==> src/fssr_pkg.sv <==
`default_nettype none
package fssr_pkg;
  // Scan conditions.
  localparam logic [1:0] SCAN_EQ = 2'h0;
  localparam logic [1:0] SCAN_LE = 2'h1;
  localparam logic [1:0] SCAN_GE = 2'h2;
  localparam logic [7:0] MASK_BYTE = 8'hFF;
  // Status register bit positions.
  localparam int ST0_IC_HI = 7;
  localparam int ST0_IC_LO = 6;
  localparam int ST0_SEEK_END = 5;
  localparam int ST0_DRIVE_FAULT = 4;
  localparam int ST1_OVERRUN = 4;
  localparam int ST2_DELETED = 6;
  localparam int ST2_SCAN_HIT = 3;
  localparam int ST2_SCAN_UNMET = 2;
  // Recalibrate step limit.
  localparam logic [6:0] RECAL_STEPS = 7'h4D;
  // Step timing counts clock cycles: one unit is 1 ms at a 16 MHz reference clock.
  // A faster or slower clock scales every interval by the same factor.
  localparam int CLK_MHZ = 125;
  localparam int STEP_REF_MHZ = 16;
  localparam int STEP_UNIT_US = 1000;
  localparam int STEP_UNIT_CYC = STEP_UNIT_US * STEP_REF_MHZ;
  localparam int STEP_PULSE_CYC = 8;
  // Overrun timeouts.
  localparam int OVR_FM_US = 27;
  localparam int OVR_MFM_US = 13;
  localparam int OVR_FM_CYC = OVR_FM_US * CLK_MHZ;
  localparam int OVR_MFM_CYC = OVR_MFM_US * CLK_MHZ;
endpackage
`default_nettype wire

==> src/fssr_core.sv <==
`default_nettype none
// Summary of operation
// - Scan compares disk and host bytes for equal, low-or-equal, high-or-equal.
// - An FF byte on either side always satisfies the comparison.
// - Bytes compare as unsigned values, FF largest, 00 smallest.
// - An unmet sector adds the increment to the sector number and continues.
// - Scan runs until hit, final sector done, or terminal count.
// - A hit sets the scan hit flag in status 2 bit 3 and ends.
// - No hit through the final sector sets status 2 bit 2 and ends.
// - Terminal count ends the scan after the byte in progress completes.
// - Without skip, a deleted sector ends the scan with the deleted mark flag.
// - With skip, a deleted sector is passed over and the flag is set.
// - Overrun ends the command with status 0 bits 7,6 equal to 0,1.
// - Four present cylinder registers, cleared only by reset and by recalibrate.
// - Below target steps inward with direction high; above, outward, low.
// - Step spacing follows the step interval setting.
// - After each step compare; on equal set positioning done and interrupt.
// - Per-drive seeking bits set during seek, cleared by sense interrupt.
// - Busy only in command phase; host issues nothing else while stepping.
// - Recalibrate clears cylinder, steps out while track zero low, ends high.
// - After 77 steps without track zero set drive fault, abnormal end.
// - Recalibrates, like seeks, do not overlap: one drive positions at a time.
// - Setting selects 1 to 16 ms, higher code gives shorter interval.
// - Sense interrupt clears interrupt; status 0 bits 5-7 report cause.
module fssr_core (
  input wire logic SYS_CLK,
  input wire logic RST,
  input wire logic SCAN_START,
  input wire logic [1:0] SCAN_MODE,
  input wire logic PASS_OVER_DELETED,
  input wire logic MFM_MODE,
  input wire logic [7:0] START_SECTOR,
  input wire logic [7:0] FINAL_SECTOR_NUMBER,
  input wire logic [7:0] SECTOR_INCREMENT,
  input wire logic DISK_VALID,
  input wire logic [7:0] DISK_BYTE,
  input wire logic DISK_LAST,
  input wire logic DISK_DELETED,
  input wire logic HOST_VALID,
  input wire logic [7:0] HOST_BYTE,
  input wire logic TC_PIN,
  input wire logic SEEK_START,
  input wire logic RECAL_START,
  input wire logic [1:0] DRIVE_SEL,
  input wire logic [7:0] TARGET_CYLINDER,
  input wire logic [3:0] STEP_INTERVAL_SETTING,
  input wire logic SENSE_INT,
  input wire logic TRACK0_PIN,
  output logic HOST_TAKEN,
  output logic SCAN_BUSY,
  output logic SCAN_DONE,
  output logic [7:0] SECTOR_NUMBER,
  output logic [7:0] ST0,
  output logic [7:0] ST1,
  output logic [7:0] ST2,
  output logic [3:0] DRIVE_SEEKING_BITS,
  output logic STEPPING,
  output logic STEP,
  output logic DIRECTION,
  output logic [1:0] STEP_DRIVE,
  output logic INT_OUT,
  output logic [7:0] PRESENT_CYLINDER
);
  typedef enum logic [1:0]
  {
    SC_IDLE = 2'b00,
    SC_RUN = 2'b01,
    SC_END = 2'b10
  } fssr_scan_type;
  typedef enum logic [1:0]
  {
    PS_IDLE = 2'b00,
    PS_WAIT = 2'b01,
    PS_PULSE = 2'b10,
    PS_CHECK = 2'b11
  } fssr_pos_type;
  typedef struct packed
  {
    fssr_scan_type scan;
    logic [7:0] sector;
    logic sect_fail;
    logic tc_seen;
    logic [13:0] ovr_cnt;
    logic host_taken;
    logic scan_done;
    logic [7:0] st0;
    logic [7:0] st1;
    logic [7:0] st2;
    fssr_pos_type pos;
    logic recal;
    logic [1:0] drv;
    logic [31:0] wait_cnt;
    logic [6:0] steps;
    logic [3:0][7:0] present_cylinder;
    logic [3:0] seeking;
    logic step;
    logic dir;
    logic irq;
    logic [7:0] pcn_out;
    logic busy;
    logic stepping;
  } fssr_core_type;
  fssr_core_type q, d;
  logic tc_s;
  logic trk0_s;
  logic byte_ok;
  logic [31:0] step_cyc;
  logic [13:0] ovr_lim;
  // ------------------------------------------------------------
  // Input synchronisers
  // ------------------------------------------------------------
  // synchronise pin inputs
  fssr_sync u_sync_tc (.clk(SYS_CLK), .rst(RST), .din(TC_PIN), .dout(tc_s));
  fssr_sync u_sync_t0 (.clk(SYS_CLK), .rst(RST), .din(TRACK0_PIN), .dout(trk0_s));
  // ------------------------------------------------------------
  // Comparison and timing terms
  // ------------------------------------------------------------
  always_comb
  begin
    if (DISK_BYTE == fssr_pkg::MASK_BYTE || HOST_BYTE == fssr_pkg::MASK_BYTE)
    begin
      byte_ok = 1'b1;
    end
    else
    begin
      case (SCAN_MODE)
        fssr_pkg::SCAN_LE: byte_ok = DISK_BYTE <= HOST_BYTE;
        fssr_pkg::SCAN_GE: byte_ok = DISK_BYTE >= HOST_BYTE;
        default: byte_ok = DISK_BYTE == HOST_BYTE;
      endcase
    end
    step_cyc = (32'd16 - {28'h0, STEP_INTERVAL_SETTING}) * fssr_pkg::STEP_UNIT_CYC;
    ovr_lim = MFM_MODE ? 14'(fssr_pkg::OVR_MFM_CYC) : 14'(fssr_pkg::OVR_FM_CYC);
  end
  // ------------------------------------------------------------
  // Next state
  // ------------------------------------------------------------
  always_comb
  begin
    d = q;
    d.host_taken = 1'b0;
    d.scan_done = 1'b0;
    d.step = 1'b0;
    case (q.scan)
      SC_IDLE:
      begin
        if (SCAN_START)
        begin
          d.scan = SC_RUN;
          d.sector = START_SECTOR;
          d.sect_fail = 1'b0;
          d.tc_seen = 1'b0;
          d.ovr_cnt = '0;
          d.st0 = '0;
          d.st1 = '0;
          d.st2 = '0;
        end
      end
      SC_RUN:
      begin
        if (tc_s)
        begin
          d.tc_seen = 1'b1;
        end
        if (DISK_VALID)
        begin
          d.ovr_cnt = q.ovr_cnt + 14'h1;
          if (q.ovr_cnt >= ovr_lim)
          begin
            d.st1[fssr_pkg::ST1_OVERRUN] = 1'b1;
            d.st0[fssr_pkg::ST0_IC_LO] = 1'b1;
            d.scan = SC_END;
          end
          else if (HOST_VALID)
          begin
            d.host_taken = 1'b1;
            d.ovr_cnt = '0;
            if (DISK_DELETED)
            begin
              d.st2[fssr_pkg::ST2_DELETED] = 1'b1;
            end
            if (!byte_ok)
            begin
              d.sect_fail = 1'b1;
            end
            // finish byte then end on tc
            if (tc_s || q.tc_seen)
            begin
              d.scan = SC_END;
            end
            else if (DISK_LAST)
            begin
              d.sect_fail = 1'b0;
              if (DISK_DELETED)
              begin
                if (!PASS_OVER_DELETED || q.sector == FINAL_SECTOR_NUMBER)
                begin
                  d.scan = SC_END;
                end
                else
                begin
                  d.sector = q.sector + SECTOR_INCREMENT;
                end
              end
              else if (!q.sect_fail && byte_ok)
              begin
                d.st2[fssr_pkg::ST2_SCAN_HIT] = 1'b1;
                d.scan = SC_END;
              end
              else if (q.sector >= FINAL_SECTOR_NUMBER)
              begin
                d.st2[fssr_pkg::ST2_SCAN_UNMET] = 1'b1;
                d.scan = SC_END;
              end
              else
              begin
                d.sector = q.sector + SECTOR_INCREMENT;
              end
            end
          end
        end
        // terminal count with no byte pending
        else if (tc_s || q.tc_seen)
        begin
          d.scan = SC_END;
        end
      end
      SC_END:
      begin
        d.scan_done = 1'b1;
        d.scan = SC_IDLE;
      end
      default:
      begin
        d.scan = SC_IDLE;
      end
    endcase
    if (SENSE_INT)
    begin
      d.irq = 1'b0;
      d.seeking = '0;
    end
    case (q.pos)
      PS_IDLE:
      begin
        if (SEEK_START || RECAL_START)
        begin
          d.drv = DRIVE_SEL;
          d.recal = RECAL_START;
          d.steps = '0;
          d.wait_cnt = '0;
          d.seeking[DRIVE_SEL] = 1'b1;
          d.st0 = {6'h0, DRIVE_SEL};
          if (RECAL_START)
          begin
            d.present_cylinder[DRIVE_SEL] = '0;
          end
          d.pos = PS_CHECK;
        end
      end
      PS_CHECK:
      begin
        if (q.recal ? trk0_s : q.present_cylinder[q.drv] == TARGET_CYLINDER)
        begin
          d.st0[fssr_pkg::ST0_SEEK_END] = 1'b1;
          d.irq = 1'b1;
          d.pos = PS_IDLE;
        end
        else if (q.recal && q.steps == fssr_pkg::RECAL_STEPS)
        begin
          d.st0[fssr_pkg::ST0_SEEK_END] = 1'b1;
          d.st0[fssr_pkg::ST0_DRIVE_FAULT] = 1'b1;
          d.st0[fssr_pkg::ST0_IC_LO] = 1'b1;
          d.irq = 1'b1;
          d.pos = PS_IDLE;
        end
        else
        begin
          d.dir = !q.recal && q.present_cylinder[q.drv] < TARGET_CYLINDER;
          d.pos = PS_WAIT;
        end
      end
      PS_WAIT:
      begin
        d.wait_cnt = q.wait_cnt + 32'h1;
        if (q.wait_cnt + 32'h1 >= step_cyc)
        begin
          d.wait_cnt = '0;
          d.pos = PS_PULSE;
        end
      end
      PS_PULSE:
      begin
        d.step = 1'b1;
        d.wait_cnt = q.wait_cnt + 32'h1;
        if (q.wait_cnt == 32'(fssr_pkg::STEP_PULSE_CYC - 1))
        begin
          d.wait_cnt = '0;
          d.steps = q.steps + 7'h1;
          if (!q.recal)
          begin
            d.present_cylinder[q.drv] = q.dir ? q.present_cylinder[q.drv] + 8'h1 : q.present_cylinder[q.drv] - 8'h1;
          end
          d.pos = PS_CHECK;
        end
      end
      default:
      begin
        d.pos = PS_IDLE;
      end
    endcase
    d.pcn_out = d.present_cylinder[DRIVE_SEL];
    d.busy = d.scan != SC_IDLE;
    d.stepping = d.pos != PS_IDLE;
  end
  always_ff @(posedge SYS_CLK)
  begin
    if (RST)
    begin
      q <= '0;
    end
    else
    begin
      q <= d;
    end
  end
  // ------------------------------------------------------------
  // Outputs
  // ------------------------------------------------------------
  assign HOST_TAKEN = q.host_taken;
  assign SCAN_BUSY = q.busy;
  assign SCAN_DONE = q.scan_done;
  assign SECTOR_NUMBER = q.sector;
  assign ST0 = q.st0;
  assign ST1 = q.st1;
  assign ST2 = q.st2;
  assign DRIVE_SEEKING_BITS = q.seeking;
  assign STEPPING = q.stepping;
  assign STEP = q.step;
  assign DIRECTION = q.dir;
  assign STEP_DRIVE = q.drv;
  assign INT_OUT = q.irq;
  assign PRESENT_CYLINDER = q.pcn_out;
endmodule
`default_nettype wire

==> src/fssr_sync.sv <==
`default_nettype none
module fssr_sync (
  input wire logic clk,
  input wire logic rst,
  input wire logic din,
  output logic dout
);
  typedef struct packed
  {
    logic s1;
    logic s2;
  } fssr_sync_type;
  fssr_sync_type q, d;
  always_comb
  begin
    d.s1 = din;
    d.s2 = q.s1;
  end
  always_ff @(posedge clk)
  begin
    if (rst)
    begin
      q <= '0;
    end
    else
    begin
      q <= d;
    end
  end
  assign dout = q.s2;
endmodule
`default_nettype wire

==> config.mk <==
export PLATFORM = sky130hd
export DESIGN_NAME = fssr_core
export DESIGN_NICKNAME = d
export VERILOG_FILES = /design/src/fssr_pkg.sv /design/src/fssr_core.sv /design/src/fssr_sync.sv
export SDC_FILE = /design/constraint.sdc
export NUM_CORES = 1
export LEC_CHECK = 0
export BUFFER_PORTS_ARGS = -buffer_cell sky130_fd_sc_hd__buf_2
export CAP_MARGIN = 20
export CORE_ASPECT_RATIO = 0.6
export CORE_UTILIZATION = 60
export DETAILED_ROUTE_END_ITERATION = 7
export PLACE_DENSITY = 0.82
export SYNTH_ARGS = -nofsm -noshare
export SYNTH_HDL_FRONTEND = slang
export SYNTH_HIERARCHICAL = 1
export SYNTH_SLANG_ARGS = --single-unit
==> constraint.sdc <==
create_clock -name SYS_CLK -period 8.6 [get_ports SYS_CLK]
set_input_delay 0.43 -clock SYS_CLK [delete_from_list [all_inputs] [get_ports SYS_CLK]]
set_output_delay 0.43 -clock SYS_CLK [all_outputs]
set_load 0.03 [all_outputs]
==> metrics <==
status complete, no violations; CP startpoint kind primary input; DR pass1 iterations 5; Post-DP HPWL 18.5 mm; CP bufs+invs 4; cts bufs inserted 17; post-synthesis sequential area ratio between 20% and 30%; Hold Crit Start TC_PIN; Routed Antenna Nets 0; die height 101 um; share of cells above drive strength 1 15.7%; placed cells between 1,000 and 1,500; Synth Flop Type dfxtp_1; end point of the worst hold path u_sync_tc/d[0]; Non-Filler Instances between 1,000 and 1,500; sequential share of power between 30 and 40%; Setup crit end kind flip-flop; power after layout about 2200 uW; r2r worst-path depth 14; unrepaired setup endpoints after global routing no; Slew Limit Fails 0; clock latency on the worst-skew pair 0.42 ns; Sw Ratio 37.3%; CP most frequent cell ha_1; Area contributors post-synth dfxtp_1 (28%), ha_1 (13%), nor2_1 (4.4%); EDFF count, synth 0; Die Wd roughly 170 um; Post-Syn Instances approximately 1,200; post-layout min period approximately 6.7 ns; Yosys top cell by area dfxtp_1; initial antenna violation count 0; GRT Total Usage approximately 30%; Root Driver clkbuf_16; Critical Path RT slightly below 9 ns; FFs w/ async S/R, synth 0%; Final Setup Violations 0; nets about 1,400; Fmax 148 MHz; Rows 35; Placed Area between 0.01 and 0.015 mm^2; RD Place Congestion 0.915; vias per cell 6.24; Design Area, Final 0.0108 mm^2; Critical R2R Launch q[56]; family with the most delay on the worst path adder cells; final setup TNS 0 ns; routed len/inst between 15 and 20 um; Syn Std Cell Area a little under 0.01 mm^2; Clock Tree Buf Depth 2; P per Cell Area between 200 and 250 mW/mm^2; CP max stage cell a41oi_4; Worst slew margin slightly below 40%; initial drt markers approximately 850; IO Count about 120; Port Buf Inserts 110; post-cts sizing count 0; slew at the pin closest to its max-slew limit 0.906 ns; flops & latches, synth around 140; CP Launch Point STEP_INTERVAL_SETTING[0]; Setup WS pre-CTS 1.43 ns; YS warnings 6; CTS clock-pin slew for the worst setup and hold paths 0.06 ns; first-pass GRT wire length 40.9 mm; worst-path fanout max 18; Max Cap Viol 0; logic gate share of total power 33.1%; Worst Slack Setup Final approximately 1.9 ns; Fin. Hold Viols 0; vias in the first global route slightly above 8,000; Data arrival, critical path about 7 ns; Max VDD drop 0.000121 V; H-tree lvl count 4; largest net degree at the start of global routing 62; r2r endpoint q[81]; Syn Area/Cell between 8 and 9 um^2; cts hold-fix bufs 0; vias post-DR slightly below 9,000; n_diodes 0; Net Sw Power about 800 uW; Core Box Area around 0.016 mm^2; FF-to-FF setup slack 3.71 ns; Hold Path Class in2reg; DRC 0; initial core utilization 62.7%; Lkg Pwr around 0.0048 uW; Fin Clk Skew 0.0125 ns; Critical Path Max Stage Delay 0.61 ns; die area between 0.015 and 0.02 mm^2; synth unique cells slightly above 80; Int Power ~1400 uW; Synth top area share 27.9%; final wirelength roughly 25 mm; TritonCTS clock tree built; clock sinks around 140; clock share of power approximately a third; Syn-to-layout area delta 9.88%; Post CTS Setup Buffer Count 0; Congestion Overflow GR 0; Cells on Worst Hold Path 2; period utilization around four fifths; CP Class in2reg
## metal layers
metal	vias up	global-route usage [%]	part of all wire, %
li1	4280	-	-
met1	4163	43.8	48
met2	420	44.9	42
met3	35	5.90	8.8
met4	0	8.47	1.3
met5	-	0	0
## Yosys cell counts, drive strengths merged (7+ instances only)
cell type	number
nor2	120
nor4	16
a22o	14
clkbuf	29
xor2	18
mux4	13
o31ai	17
inv	69
nand3b	9
o21ai	46
xnor2	32
nand2	70
a211oi	15
dfxtp	137
ha	101
nand2b	10
a22oi	38
nand3	29
and3	20
a21oi	63
o21bai	7
nor3	39
fa	9
and4	10
o21a	7
nand4	23
buf	59
a21o	25
and2	11
nor2b	16
## power groups by stage
| stage | sequential [uW] | clock [uW] | combinational [uW] |
|---|---|---|---|
| after floorplan | 706 | 0 | 556 |
| after global placement | 712 | 0 | 687 |
| after detailed placement | 713 | 0 | 707 |
| after CTS | 699 | 765 | 715 |
| after global routing | 704 | 798 | 807 |
| final | 701 | 759 | 721 |
## cell type report
cell class | instances | area [um^2]
tap | 203 | 254
timing repair buffer | 116 | 593
inverter | 69 | 259
fill | 1237 | 4880
clock buffer | 17 | 425
clock inverter | 15 | 179
sequential | 137 | 2740
multi-input combinational | 870 | 6350
## logic make-up (layout without fill, tap and decap cells)
family	after synthesis	after routing	synth area share, %
DFF	137	137	27.9
buffers and inverters	157	217	7.94
and+or+nand+nor	397	397	21.1
adders and majority gates	110	110	14.7
xor gates and xnor gates	50	50	4.46
muxes	20	20	3.72
other	1	12	0.0382
AOI/OAI and AO/OA	281	281	20.2
## cells in the final DEF (no fill, tap or decap), types with 6 or more instances in the layout
cell type  Yosys  routed
mux4_2        13      13
a211oi_1      15      15
a22o_1        14      14
conb_1         1      12
o21a_1         7       7
a21o_1        25      25
ha_1         101     101
a21oi_1       63      63
nor2_1       116     116
o21ai_0       43      43
nand3_1       27      27
nand4_1       23      23
nor2b_1       16      16
dfxtp_1      137     137
buf_2          8     111
and2_1        10      10
o21bai_1       7       7
inv_1         69      69
nor3b_1        6       6
o31ai_1       17      17
and4_1        10      10
and3_1        20      20
a22oi_1       38      38
clkbuf_16      0      17
nor3_1        37      37
nand2b_1      10      10
inv_6          0       6
xor2_1        18      18
nand3b_1       8       8
fa_1           9       9
xnor2_1       32      32
nor4_1        15      15
nand2_1       70      70
## stage by stage
stage	hold WS (ns)	utilization (%)
final	0.229	68.9
after floorplan	0.414	-
after CTS	0.229	68.9
after global placement	0.430	65.0
after global routing	0.234	68.9
after detailed placement	0.431	65.0
## worst max-delay path by stage
stage               cells after the start     to  slack (ns)
finish                                 25  q[81]        1.86
global route                           26  q[81]        1.35
detailed placement                     26  q[59]        1.43
global placement                       25  q[86]        1.73
floorplan                              25  q[61]        2.55
CTS                                    26  q[81]        1.83
## flip-flops by register name, indices dropped and copies added (netlist names)
name,cells
DIRECTION,1
DRIVE_SEEKING_BITS,4
HOST_TAKEN,1
INT_OUT,1
PRESENT_CYLINDER,8
SCAN_BUSY,1
SCAN_DONE,1
SECTOR_NUMBER,8
ST0,8
ST1,1
ST2,3
STEP,1
STEPPING,1
STEP_DRIVE,2
q,92
u_sync_t0/d,1
u_sync_t0/dout,1
u_sync_tc/d,1
u_sync_tc/dout,1
(Power assumes the default switching activity.)
